`src/rtl/pmsb_pkg.sv`:
```
// Purpose: Shared constants for the power-management sideband block
// Assumes: APB slave with 32-bit data, one aligned word per register
// Notes:   All offsets are byte addresses
package pmsb_pkg;
    // Register byte offsets
    localparam logic [11:0] ADDR_CTRL    = 12'h000;
    localparam logic [11:0] ADDR_STATUS  = 12'h004;
    localparam logic [11:0] ADDR_IRQSTAT = 12'h008;
    localparam logic [11:0] ADDR_IRQMASK = 12'h00C;
    localparam logic [11:0] ADDR_REPORT  = 12'h010;
    // Control fields
    localparam int CTRL_ROOT = 0;
    localparam int CTRL_AUX0 = 1;
    localparam int CTRL_AUX2 = 3;
    // Status fields
    localparam int ST_LOWPWR = 0;
    localparam int ST_BUSY   = 1;
    localparam int ST_AUX    = 2;
    localparam int ST_RPTEN  = 3;
    // Interrupt bits
    localparam int IRQ_W     = 4;
    localparam int IRQ_TOFF  = 0;
    localparam int IRQ_TOACK = 1;
    localparam int IRQ_PME   = 2;
    localparam int IRQ_CTRLS = 3;
    // Report layout
    localparam int RPT_W     = 10;
    localparam int RPT_DLO   = 2;
    localparam int RPT_DHI   = 9;
    localparam logic [1:0] SCALE_UNKNOWN = 2'h0;
    // Reset values
    localparam logic [31:0] ZERO32 = 32'h00000000;
    localparam logic [3:0]  CTRL_RST = 4'h0;
    localparam logic [IRQ_W-1:0] IRQ_RST = 4'h0;
    // Message kinds toward the link
    typedef enum logic [1:0] {
        MSG_NONE, MSG_TURNOFF, MSG_TOACK, MSG_PME
    } pmsb_msg_t;
endpackage : pmsb_pkg

```
`src/rtl/pmsb_sideband.sv`:
```
// Purpose: Power-management sideband between link core and application
// Assumes: One clock mclk (20 MHz), synchronous active-high reset
// Notes:   Link-facing inputs other than linkLowPower (a level) are single-cycle pulses on mclk
`timescale 1ns/1ns
`default_nettype none

// How it works
// - Root role: turnoff control rise sends a turn-off message to link.
// - Endpoint role: turnoff control rise sends the turn-off acknowledge.
// - Root role: status pulses one cycle when acknowledge arrives.
// - Endpoint role: status pulses one cycle when turn-off arrives.
// - Power-event request is ignored in Root role.
// - A power-event rising edge sends one PME message; edges while one is pending merge into it.
// - In low power, wake the link first, then send PME.
// - Report bus used only when all three aux-current bits are zero.
// - Endpoint acknowledge only after the turn-off status pulse.
module pmsb_sideband (
    // Clock and reset
    input  wire logic        mclk,
    input  wire logic        reset,
    // APB slave
    input  wire logic        psel,
    input  wire logic        penable,
    input  wire logic        pwrite,
    input  wire logic [11:0] paddr,
    input  wire logic [31:0] pwdata,
    output logic             pready,
    output logic [31:0]      prdata,
    output logic             pslverr,
    // Application side
    input  wire logic        turnoffControl,
    input  wire logic        powerEventRequest,
    input  wire logic [9:0]  powerConsumptionReport,
    input  wire logic        auxSupplyIndicator,
    output logic             turnoffStatusPulse,
    output logic             irq,
    // Link side
    input  wire logic        linkTurnoffRx,
    input  wire logic        linkToAckRx,
    input  wire logic        linkLowPower,
    input  wire logic        linkWakeDone,
    output logic             linkWakeReq,
    output logic             msgValid,
    output logic [1:0]       msgKind,
    input  wire logic        msgAccept,
    output logic [7:0]       capDataValue,
    output logic [1:0]       capDataScale
);
    typedef enum {S_IDLE, S_WAKE, S_SEND} pmsb_state_t;

    // Registers and next values
    logic [3:0]  ctrl_reg, ctrl_next;
    logic [pmsb_pkg::IRQ_W-1:0] irqStat_reg, irqStat_next;
    logic [pmsb_pkg::IRQ_W-1:0] irqMask_reg, irqMask_next;
    logic [31:0] prdata_reg, prdata_next;
    logic        pslverr_reg, pslverr_next;
    logic        tocPrev_reg, tocPrev_next;
    logic        pevPrev_reg, pevPrev_next;
    logic        pmePend_reg, pmePend_next;
    logic        toSeen_reg, toSeen_next;
    logic        stPulse_reg, stPulse_next;
    logic [1:0]  msg_reg, msg_next;
    logic [9:0]  report_reg, report_next;
    pmsb_state_t state_reg, state_next;

    logic isRoot, reportEn, tocRise, pevRise, acc, wr, rd;
    logic [pmsb_pkg::IRQ_W-1:0] events;

    // Address decode used by both read and write paths
    function automatic logic hit(input logic [11:0] a, input logic [11:0] off);
        hit = (a == off);
    endfunction : hit

    assign isRoot = ctrl_reg[pmsb_pkg::CTRL_ROOT];
    assign reportEn = (ctrl_reg[pmsb_pkg::CTRL_AUX2:pmsb_pkg::CTRL_AUX0] == 3'h0);
    assign tocRise = turnoffControl & ~tocPrev_reg;
    assign pevRise = powerEventRequest & ~pevPrev_reg;
    assign acc = psel & penable;
    assign wr  = acc & pwrite;
    assign rd  = acc & ~pwrite;
    assign pready = 1'b1;   // Zero wait states
    assign prdata = prdata_reg;
    assign pslverr = pslverr_reg;

    // Event collection for interrupts
    always_comb begin
        events = pmsb_pkg::IRQ_RST;
        events[pmsb_pkg::IRQ_TOFF]  = linkTurnoffRx & ~isRoot;
        events[pmsb_pkg::IRQ_TOACK] = linkToAckRx & isRoot;
        events[pmsb_pkg::IRQ_PME]   = (msg_reg == pmsb_pkg::MSG_PME) & msgAccept;
        events[pmsb_pkg::IRQ_CTRLS] = tocRise;
    end

    // Bus registers; set wins over read-clear
    always_comb begin
        ctrl_next    = ctrl_reg;
        irqMask_next = irqMask_reg;
        irqStat_next = irqStat_reg;
        prdata_next  = pmsb_pkg::ZERO32;
        pslverr_next = 1'b0;
        if (wr && hit(paddr, pmsb_pkg::ADDR_CTRL)) begin
            ctrl_next = pwdata[3:0];
        end
        if (wr && hit(paddr, pmsb_pkg::ADDR_IRQMASK)) begin
            irqMask_next = pwdata[pmsb_pkg::IRQ_W-1:0];
        end
        if (rd && hit(paddr, pmsb_pkg::ADDR_IRQSTAT)) begin
            irqStat_next = pmsb_pkg::IRQ_RST;
        end
        irqStat_next = irqStat_next | events;
        // Decode in the setup cycle so read data stands through the access phase
        if (psel && !penable) begin
            case (paddr)
                pmsb_pkg::ADDR_CTRL:    prdata_next = {28'h0000000, ctrl_reg};
                pmsb_pkg::ADDR_STATUS:  prdata_next = {28'h0000000, reportEn,
                    auxSupplyIndicator, (state_reg != S_IDLE), linkLowPower};
                // Next value, so an event of the setup cycle is read before the clear
                pmsb_pkg::ADDR_IRQSTAT: prdata_next = {28'h0000000, irqStat_next};
                pmsb_pkg::ADDR_IRQMASK: prdata_next = {28'h0000000, irqMask_reg};
                pmsb_pkg::ADDR_REPORT:  prdata_next = {22'h000000, report_reg};
                default:                pslverr_next = 1'b1;
            endcase
        end
    end

    // Read data and error latched at the end of setup: valid at the access edge
    always_ff @(posedge mclk) begin
        if (reset) begin
            ctrl_reg    <= pmsb_pkg::CTRL_RST;
            irqMask_reg <= pmsb_pkg::IRQ_RST;
            irqStat_reg <= pmsb_pkg::IRQ_RST;
            prdata_reg  <= pmsb_pkg::ZERO32;
            pslverr_reg <= 1'b0;
        end else begin
            ctrl_reg    <= ctrl_next;
            irqMask_reg <= irqMask_next;
            irqStat_reg <= irqStat_next;
            prdata_reg  <= prdata_next;
            pslverr_reg <= pslverr_next;
        end
    end

    assign irq = |(irqStat_reg & irqMask_reg);

    // Message sequencer; one message in flight, PME kept pending meanwhile
    always_comb begin
        tocPrev_next = turnoffControl;
        pevPrev_next = powerEventRequest;
        pmePend_next = pmePend_reg;
        toSeen_next  = toSeen_reg;
        msg_next     = msg_reg;
        state_next   = state_reg;
        stPulse_next = 1'b0;
        if (isRoot ? linkToAckRx : linkTurnoffRx) begin
            stPulse_next = 1'b1;
        end
        if (!isRoot && linkTurnoffRx) begin
            toSeen_next = 1'b1;
        end
        // PME edge only in Endpoint role
        if (pevRise && !isRoot) begin
            pmePend_next = 1'b1;
        end
        case (state_reg)
            S_IDLE: begin
                if (tocRise && (isRoot || toSeen_reg)) begin
                    msg_next   = isRoot ? pmsb_pkg::MSG_TURNOFF : pmsb_pkg::MSG_TOACK;
                    toSeen_next = 1'b0;
                    state_next = S_SEND;
                end else if (pmePend_reg) begin
                    // A new edge in this very cycle must stay pending, not be lost
                    pmePend_next = pevRise && !isRoot;
                    msg_next   = pmsb_pkg::MSG_PME;
                    state_next = linkLowPower ? S_WAKE : S_SEND;
                end
            end
            S_WAKE: begin
                if (linkWakeDone) begin
                    state_next = S_SEND;
                end
            end
            S_SEND: begin
                if (msgAccept) begin
                    msg_next   = pmsb_pkg::MSG_NONE;
                    state_next = S_IDLE;
                end
            end
            default: state_next = S_IDLE;
        endcase
        report_next = reportEn ? powerConsumptionReport : {8'h00, pmsb_pkg::SCALE_UNKNOWN};
    end

    // Sequencer registers
    always_ff @(posedge mclk) begin
        if (reset) begin
            tocPrev_reg <= 1'b0;
            pevPrev_reg <= 1'b0;
            pmePend_reg <= 1'b0;
            toSeen_reg  <= 1'b0;
            stPulse_reg <= 1'b0;
            msg_reg     <= pmsb_pkg::MSG_NONE;
            report_reg  <= 10'h000;
            state_reg   <= S_IDLE;
        end else begin
            tocPrev_reg <= tocPrev_next;
            pevPrev_reg <= pevPrev_next;
            pmePend_reg <= pmePend_next;
            toSeen_reg  <= toSeen_next;
            stPulse_reg <= stPulse_next;
            msg_reg     <= msg_next;
            report_reg  <= report_next;
            state_reg   <= state_next;
        end
    end

    // Outputs; aux indicator only reported, L2 never entered
    assign turnoffStatusPulse = stPulse_reg;
    assign msgValid     = (state_reg == S_SEND);
    assign msgKind      = msg_reg;
    assign linkWakeReq  = (state_reg == S_WAKE);
    assign capDataValue = report_reg[pmsb_pkg::RPT_DHI:pmsb_pkg::RPT_DLO];
    assign capDataScale = report_reg[pmsb_pkg::RPT_DLO-1:0];
endmodule : pmsb_sideband

`default_nettype wire

```
`config.mk`:
```
export PLATFORM = sky130hd
export DESIGN_NAME = pmsb_sideband
export DESIGN_NICKNAME = d
export VERILOG_FILES = /design/src/rtl/pmsb_pkg.sv /design/src/rtl/pmsb_sideband.sv
export SDC_FILE = /design/constraint.sdc
export NUM_CORES = 1
export LEC_CHECK = 0
export BUFFER_PORTS_ARGS = -buffer_cell sky130_fd_sc_hd__buf_2
export CORE_ASPECT_RATIO = 1.25
export CORE_MARGIN = 2
export CORE_UTILIZATION = 35
export CTS_CLUSTER_DIAMETER = 200
export DETAILED_ROUTE_END_ITERATION = 12
export GPL_TIMING_DRIVEN = 0
export PLACE_DENSITY = 0.67
export SLEW_MARGIN = 20
export SYNTH_ARGS = -nofsm -noshare
export SYNTH_HDL_FRONTEND = slang
export SYNTH_SLANG_ARGS = --single-unit
```
`constraint.sdc`:
```
create_clock -name mclk -period 2.25 [get_ports mclk]
set_input_delay 0.3375 -clock mclk [delete_from_list [all_inputs] [get_ports mclk]]
set_output_delay 0.3375 -clock mclk [all_outputs]
set_load 0.005 [all_outputs]
```
After elaboration in Yosys (flattened, before gate mapping)
Index checks and enable logic that the tools add are counted.
{ "classes": {"n_addsub": 0, "n_mul": 0, "div": 0, "magnitude_cmp": 0, "eq_ne": 12, "shift": 0, "muxes": 23, "bitwise_logic": 16, "reduce_logical": 21} }
{ "op_table": {"columns": ["cell", "count"], "rows": [
  ["$mux 32", 4],
  ["$pmux 32 s3", 1],
  ["$eq 32x2->1 const B", 2],
  ["$pmux 10 s5", 1],
  ["$eq 32x1->1 const B", 1],
  ["$eq 32x3->1 const B", 1],
  ["$logic_not 32->1", 1],
  ["$reduce_bool 32->1", 1],
  ["$eq 12x4->1 const B", 2],
  ["$eq 12x3->1 const B", 1],
  ["$eq 12x5->1 const B", 1],
  ["$logic_not 12->1", 1],
  ["$mux 1", 10],
  ["$mux 2", 5],
  ["$and 1x1->1", 8],
  ["$logic_and 1x1->1", 7],
  ["$not 1->1", 6],
  ["$reduce_and 3->1", 2],
  ["$reduce_or 5->1", 1],
  ["$and 4x4->4", 1],
  ["$mux 4", 1],
  ["$ne 2x2->1 const B", 2],
  ["$or 4x4->4", 1],
  ["$pmux 2 s2", 1],
  ["8 further kinds", 10]
]} }
{ "totals": {"reg_bits": 94, "latchBits": 0, "ram_bits": 0, "rom_bits": 0, "input_bits": 67, "output_inout_bits": 50, "word_cells": 85, "mem_count": 0} }

Logic depth before layout (Yosys ltp)
Gate-level depths: netlist of the first run.
{ "logic_depth": {"word_depth": 7, "ltp_mapped": 5, "depth_no_buf": 4} }

Worst setup path before layout of the first run
OpenSTA, ideal clock, no wires.
{ "synth_path": {"path_type": "in2reg", "startpoint": "in paddr[3]", "endpoint": "reg prdata_reg[2], in the netlist prdata[2]", "setup_time_ns": 0.115, "arrival_ns": 1.188, "required_ns": 2.135, "path_slack_ns": 0.948, "cell_stages": 5, "path_buffers": 1, "cell_sequence": "buf_2 -> mux2_1 -> a22oi_1 -> o21ai_1 -> o21a_1"} }
{ "synth_between": {"elab_chain_len": 5, "word_cells_on_any_way": 9, "cone_classes": "eq/ne (4); mux (2); bitwise (1); reduce/logical (2)"} }
{ "synth_rtl": {"columns": ["item", "line", "rtl"], "rows": [
  ["start: declaration", "pmsb_sideband.sv:25", "input wire logic [11:0] paddr,"],
  ["$eq 12x4->1", "pmsb_sideband.sv:71, pmsb_sideband.sv:113", null],
  ["$logic_and 1x1->1", "pmsb_sideband.sv:107", "if (rd && hit(paddr, pmsb_pkg::ADDR_IRQSTAT)) begin"],
  ["$mux 4", "pmsb_sideband.sv:107", null],
  ["$or 4x4->4", "pmsb_sideband.sv:110", "irqStat_next = irqStat_next | events;"],
  ["$pmux 10 s5 *", "pmsb_sideband.sv:113", "case (paddr)"],
  ["end signal: assignment", "pmsb_sideband.sv:132", "prdata_reg <= pmsb_pkg::ZERO32;"],
  ["end signal: assignment", "pmsb_sideband.sv:138", "prdata_reg <= prdata_next;"],
  ["end: declaration", "pmsb_sideband.sv:55", "logic [31:0] prdata_reg, prdata_next;"]
]} }
Mark *: on every way between the ends. The rest lies on a longest branch, timed or not.
A chain may end at the register's enable or synchronous reset.

Final worst setup path of the first run
{ "layout_path": {"startpoint": "reg state_reg[0]", "endpoint": "out linkWakeReq"} }
{ "layout_between": {"elab_chain_len": 1} }
{ "layout_rtl": {"columns": ["item", "line", "rtl"], "rows": [
  ["start: declaration", "pmsb_sideband.sv:64", "pmsb_state_t state_reg, state_next;"],
  ["start signal: assignment", "pmsb_sideband.sv:212", "state_reg <= state_next;"],
  ["$eq 32x2->1", "pmsb_sideband.sv:220", "assign linkWakeReq = (state_reg == S_WAKE);"],
  ["end: declaration", "pmsb_sideband.sv:42", "output logic linkWakeReq,"]
]} }
No other way between the ends.

==> flow_metrics.py, run 1 <==
metrics = {
    "drt": {
        "ant_nets": 0,
        "firstDrtPassIters": 4,
        "drt_iter0_drc": 85,
        "dr_total_vias": 1834,
        "viasPerCell": 4.81,
        "wl_per_cell_um": 12.2,
        "drc": 0,
        "totalWireLength_mm": 4.65,
    },
    "synthesis": {
        "ys_seq_area_frac": 0.423,
        "syn-instance-count": 225,
        "ys_seq_elements": 42,
        "synth_edf_count": 0,
        "synth_async_sr_flop_share": 0,
        "synth_cell_types": 44,
        "synth.yosys.warnings": 0,
        "yosysTopAreaCellShare": 0.423,
        "postSynth.topFlopCell": "dfxtp_1",
        "yosysTopAreaCell": "dfxtp_1",
        "syn_avg_cell_area_um2": 8.84,
        "mappedNetlistArea_mm2": 0.00199,
        "synthTopCellsByArea": "dfxtp_1 42%, buf_4 9.1%, and2_1 5.3%",
    },
    "setup_path": {
        "r2r_start": "ctrl_reg[3]",
        "worstPathRequired_ns": 1.91,
        "cp_cell_sequence": "nor2b_1 > buf_2",
        "critPathTopFamily": "flip-flops",
        "r2r_slack_ns": 0.97,
        "r2r_cells": 2,
        "arrival_ns": 1.06,
        "crit_start": "state_reg[0]",
        "cpMaxStageDelayCell": "dfxtp_1",
        "crit_path_max_incr_delay_ns": 0.44,
        "critical_path.max_fanout": 7,
        "endpoint_kind": "output pin",
        "critical_path_buf_inv_count": 1,
        "cp-start-kind": "flop",
        "criticalPathCategory": "flop to output pin",
        "worst_r2r_endpoint": "report_reg[2]",
        "timing.critical_path.to": "linkWakeReq",
        "critical_path_cell_count": 2,
    },
    "clocking": {
        "cts_buffers": 5,
        "insertion_delay_ns": 0.30,
        "cts_max_level": 2,
        "ctsRootBufferMaster": "clkbuf_8",
        "cts_setup_buffers": 0,
        "cts_resized": 0,
        "tritoncts": "done",
        "numClockSinks": 42,
        "ctsHoldBuffers": 0,
        "clkSlewWorstSetupHoldPaths_ns": 0.08,
        "clockBufferDepth": 2,
    },
    "die": {
        "core_area_mm2": 0.00544,
        "die_y_um": 88.3,
        "row_count": 30,
        "die_area_mm2": 0.00630,
        "start_util": 0.365,
        "io_pins": 117,
        "die_x_um": 71.4,
    },
    "timing": {
        "worstMarginPinSlew_ns": 0.663,
        "maxSlewHeadroom": 0.554,
        "setup-violations-final": 0,
        "finClkSkew_ns": 0.00594,
        "hold_viol_final": 0,
        "tns_ns": 0,
        "fin_crit_sh": 0.622,
        "max_freq_mhz": 715,
        "rsz0062_at_grt": "false",
        "final_max_slew_viol_count": 0,
        "post-route-min-period_ns": 1.40,
    },
    "power_and_ir_drop": {
        "p_int_mw": 1.09,
        "swShare": 0.259,
        "max-vdd-ir-drop_mv": 0.320,
        "power_per_cell_area_mw_per_mm2": 578,
        "netSwitchingPower_mw": 0.382,
        "combPwrFrac": 0.140,
        "p_seq_frac": 0.534,
        "p_leak_nw": 1.19,
        "clockPowerShare": 0.326,
    },
    "global_route": {
        "grt_max_degree": 14,
        "grt_use_total": 0.149,
        "grt_antenna_before_repair": 0,
        "first_global_vias": 1655,
        "overflow": 0,
        "grt_pass1_wl_mm": 7.33,
    },
    "final_layout": {
        "nets": 383,
        "diodes": 0,
        "final-seq-area_um2": 841,
        "layout.cells.non_filler": 381,
        "syn_to_final_growth_pct": 28.2,
        "multi_input_area_um2": 982,
        "drive_gt1_frac": 0.344,
        "fillers": 568,
    },
    "placement": {
        "placed_cells": 373,
        "place_congestion": 0.826,
        "io_buffers": 63,
        "dpl.hpwl_mm": 3.57,
    },
    "min_path": {
        "hold_class": "input pin to flop",
    },
    "run_status": {
        "status": "finished, final reports clean",
    },
    "job": {
        "cap_violations": 0,
    },
}
[stage by stage]
| step | utilization | power, mW | hold slack (ns) | setup WS (ns) | area (µm²) |
|---|---|---|---|---|---|
| after global routing | 0.468 | 1.54 | 0.240 | 0.771 | 2550 |
| after global placement | 0.452 | 1.01 | 0.431 | 0.744 | 2460 |
| after CTS | 0.468 | 1.48 | 0.233 | 0.845 | 2550 |
| after detailed placement | 0.452 | 1.01 | 0.436 | 0.735 | 2460 |
| final | 0.468 | 1.47 | 0.238 | 0.850 | 2550 |
| after floorplan | - | 0.928 | 0.455 | 0.948 | 2070 |
[worst reg2reg max path, stage by stage (launching register included)]
cell and delay [ns]:
dfxtp_1 0.34, nor4_2 0.63, and2_1 0.25
[power by group through the flow]
stage                     registers, mW  logic [mW]  clock network, mW
after floorplan                   0.803       0.125                  0
after global placement            0.804       0.203                  0
after detailed placement          0.804       0.204                  0
after CTS                         0.786       0.206              0.492
after global routing              0.790       0.232              0.517
final                             0.786       0.207              0.480
[layout by cell type, fill, tap and decap left out, types with 2 or more instances in the layout]
cell type	netlist	layout
nand3b_1	2	2
buf_6	2	2
nor4_2	5	5
nand2b_1	6	6
and2_1	17	17
o21ai_0	7	7
nand3_1	9	9
clkbuf_1	2	3
nand2_1	11	11
nor3_1	2	2
inv_1	4	4
buf_2	3	66
o21ai_1	12	12
a211oi_1	5	5
a21oi_1	16	16
o21a_1	2	2
a22oi_1	5	5
clkbuf_8	0	5
buf_4	24	24
o2bb2ai_1	2	2
dfxtp_1	42	42
nor2_1	11	11
nand4b_1	4	4
conb_1	2	23
nor2b_1	7	7
nand4_1	4	4
[metal layers]
| metal | up-vias | share of wire | track usage |
|---|---|---|---|
| met5 | - | 0 | 0 |
| met4 | 0 | 0.023 | 0.0686 |
| met3 | 11 | 0.087 | 0.0410 |
| met2 | 77 | 0.46 | 0.246 |
| met1 | 821 | 0.43 | 0.182 |
| li1 | 925 | - | - |
[cell usage after synthesis, types with 5 or more instances]
library cell  count
nand2_1          11
dfxtp_1          42
o21ai_0           7
buf_4            24
a21oi_1          16
nand2b_1          6
nor2b_1           7
nand3_1           9
a211oi_1          5
nor4_2            5
a22oi_1           5
o21ai_1          12
and2_1           17
nor2_1           11
[area by class of cell]
class,count,area share
timing repair buffer,63,0.124
multi-input combinational,168,0.385
clock buffer,6,0.0285
buffer,31,0.0884
inverter,5,0.00736
sequential,42,0.330
tap,64,0.0314
clock inverter,2,0.00540
[cells by family (layout without fill, tap and decap cells)]
family          Yosys count  after routing  share of synthesized area
other cells               2             23                    0.00378
flops                    42             42                      0.423
mux                       2              2                     0.0107
simple gates             87             87                      0.271
compound gates           56             56                      0.169
buf+inv                  36            107                      0.123
[worst min-delay path by stage]
stage                         startpoint       endpoint  slack (ns)  cells past startpoint
2_1_floorplan              report_reg[4]      prdata[4]        0.45                      1
3_3_place_gp               report_reg[6]      prdata[6]        0.43                      1
3_5_place_dp               report_reg[7]      prdata[7]        0.44                      1
4_1_cts        powerConsumptionReport[0]  report_reg[0]        0.23                      2
5_1_grt        powerConsumptionReport[4]  report_reg[4]        0.24                      2
6_report       powerConsumptionReport[5]  report_reg[5]        0.24                      2
(Power assumes the default switching activity.)
==> inputs of run 2 (changes only) <==
--- a/config.mk
+++ b/config.mk
@@ -12,7 +12,7 @@
 export CTS_CLUSTER_DIAMETER = 200
 export DETAILED_ROUTE_END_ITERATION = 12
 export GPL_TIMING_DRIVEN = 0
-export PLACE_DENSITY = 0.67
+export PLACE_DENSITY = 0.69
 export SLEW_MARGIN = 20
 export SYNTH_ARGS = -nofsm -noshare
 export SYNTH_HDL_FRONTEND = slang
==> constraint.sdc (replaced) <==
create_clock -name mclk -period 1.2 [get_ports mclk]
set_input_delay 0.18 -clock mclk [delete_from_list [all_inputs] [get_ports mclk]]
set_output_delay 0.18 -clock mclk [all_outputs]
set_load 0.005 [all_outputs]
==> flow_metrics.py, run 2 (synthesized netlist as in run 1, its figures left out) <==
metrics = {
    "placement": {
        "place_congestion": 0.844,
        "io_buffers": 63,
        "place_area_mm2": 0.00246,
        "placed_cells": 373,
        "dpl.hpwl_mm": 3.63,
    },
    "final_layout": {
        "final_cell_mix": "65 x buf_2, 34 x dfxtp_1, 27 x buf_4, 23 x conb_1, 17 x and2_1",
        "fin_area_mm2": 0.00268,
        "layout.cells.non_filler": 384,
        "layout_commonest_cell": "buf_2",
        "syn_to_final_growth_pct": 34.9,
        "diodes": 0,
        "drive_gt1_frac": 0.416,
        "nets": 386,
    },
    "drt": {
        "firstDrtPassIters": 4,
        "drt_iter0_drc": 82,
        "viasPerCell": 4.79,
        "wl_per_cell_um": 12.6,
        "totalWireLength_mm": 4.84,
        "dr_total_vias": 1838,
        "drc": 0,
        "ant_nets": 0,
    },
    "timing": {
        "maxSlewHeadroom": 0.669,
        "max_freq_mhz": 828,
        "fin_ws_ns": -0.00816,
        "fin_crit_sh": 1.01,
        "hold-worst-slack_ns": 0.0743,
        "final_max_slew_viol_count": 0,
        "finClkSkew_ns": 0.00359,
        "setup-violations-final": 1,
        "worstMarginPinSlew_ns": 0.492,
        "post-route-min-period_ns": 1.21,
        "rsz0062_at_grt": "true",
        "hold_viol_final": 0,
    },
    "global_route": {
        "grt_antenna_before_repair": 0,
        "first_global_vias": 1720,
        "overflow": 0,
        "grt_use_total": 0.152,
        "grt_max_degree": 16,
        "grt_pass1_wl_mm": 7.59,
    },
    "power_and_ir_drop": {
        "p_leak_nw": 1.23,
        "power_per_cell_area_mw_per_mm2": 1140,
        "max-vdd-ir-drop_mv": 0.475,
    },
    "die": {
        "die_x_um": 71.4,
        "die_y_um": 88.3,
        "start_util": 0.365,
        "core_area_mm2": 0.00544,
        "io_pins": 117,
        "row_count": 30,
        "die_area_mm2": 0.00630,
    },
    "clocking": {
        "tritoncts": "done",
        "cts_max_level": 2,
        "cts_buffers": 5,
        "ctsRootBufferMaster": "clkbuf_8",
        "insertion_delay_ns": 0.30,
        "numClockSinks": 42,
        "clockBufferDepth": 2,
        "clkSlewWorstSetupHoldPaths_ns": 0.09,
    },
    "setup_path": {
        "critical_path.max_fanout": 3,
        "arrival_ns": 1.03,
        "crit_path_max_incr_delay_ns": 0.34,
        "worstPathRequired_ns": 1.02,
        "cp_cell_sequence": "a22oi_2 > nand2_1 > buf_2",
        "cpMaxStageDelayCell": "dfxtp_2",
        "critPathTopFamily": "flip-flops",
        "criticalPathCategory": "flop to output pin",
        "cp-start-kind": "flop",
        "endpoint_kind": "output pin",
        "critical_path_buf_inv_count": 1,
    },
    "min_path": {
        "hold_class": "input pin to flop",
    },
    "run_status": {
        "status": "finished, violations left",
        "violations": "negative setup slack",
    },
    "job": {
        "cap_violations": 0,
    },
}
-- run 2: changes by cell type in the layout (fill, tap and decap cells not counted), moves of 2 or more --
| cell | previous run | this run |
|---|---|---|
| nor2b_1 | 7 | 5 |
| dfxtp_1 | 42 | 34 |
| buf_4 | 24 | 27 |
| a22oi_1 | 5 | 3 |
| dfxtp_2 | 0 | 7 |
| a211oi_2 | 0 | 3 |
| nor2b_2 | 0 | 2 |
| a22oi_2 | 0 | 2 |
| a211oi_1 | 5 | 2 |
-- run 2: worst register-to-register path, stage by stage, from the launching register on --
cell and delay, ns:
dfxtp_2 0.35, mux2_4 0.26, a22oi_1 0.16, o21ai_1 0.11, o21a_1 0.18
-- run 2: cell type report --
cell class,instances,area (µm²)
sequential,42,853
multi-input combinational,168,1040
inverter,5,18.8
clock buffer,5,68.8
buffer,31,231
clock inverter,3,48.8
timing repair buffer,66,338
tap,64,80.1
fill,537,2760
-- run 2: metal layers --
metal / vias up / track usage / wire length, µm / share of wire
li1: 934 / - / - / -
met1: 814 / 0.186 / 2190 / 0.45
met2: 83 / 0.254 / 2170 / 0.45
met3: 7 / 0.0387 / 405 / 0.084
met4: 0 / 0.0617 / 72 / 0.015
met5: - / 0 / 0 / 0
-- run 2: per-stage QoR --
stage	power (mW)	setup TNS, ns	worst slack [ns]	util
finish	3.07	-0.00816	-0.00816	0.493
global route	3.18	-0.0657	-0.0559	0.493
CTS	3.05	-0.00619	-0.00619	0.481
detailed placement	1.89	-3.63	-0.151	0.452
global placement	1.89	-2.84	-0.143	0.452
floorplan	1.74	0	0.0551	-
-- run 2: final timing paths --
| check | cells past startpoint | start | endpoint | slack [ns] |
|---|---|---|---|---|
| setup / recovery | 3 | irqStat_reg[2] | irq | -0.008 |
| hold / removal | 2 | powerConsumptionReport[4] | report_reg[4] | 0.07 |
| setup reg to reg | 4 | irqMask_reg[2] | prdata[2] | 0.04 |
| hold reg to reg | 1 | report_reg[4] | prdata[4] | 0.45 |
-- run 2: repair_timing --
action / CTS / global route
hold buffers: 0 / 0
buffers inserted: 1 / 2
pin swaps: 2 / 8
gates resized for setup: 10 / 14
endpoints found under the setup margin: 17 / 8
-- run 2: where the power goes --
part / internal, mW / switching, mW / leakage, nW
sequential: 1.44 / 0.0381 / 0.348
combinational: 0.208 / 0.205 / 0.828
clock: 0.634 / 0.541 / 0.0563
total: 2.28 / 0.783 / 1.23
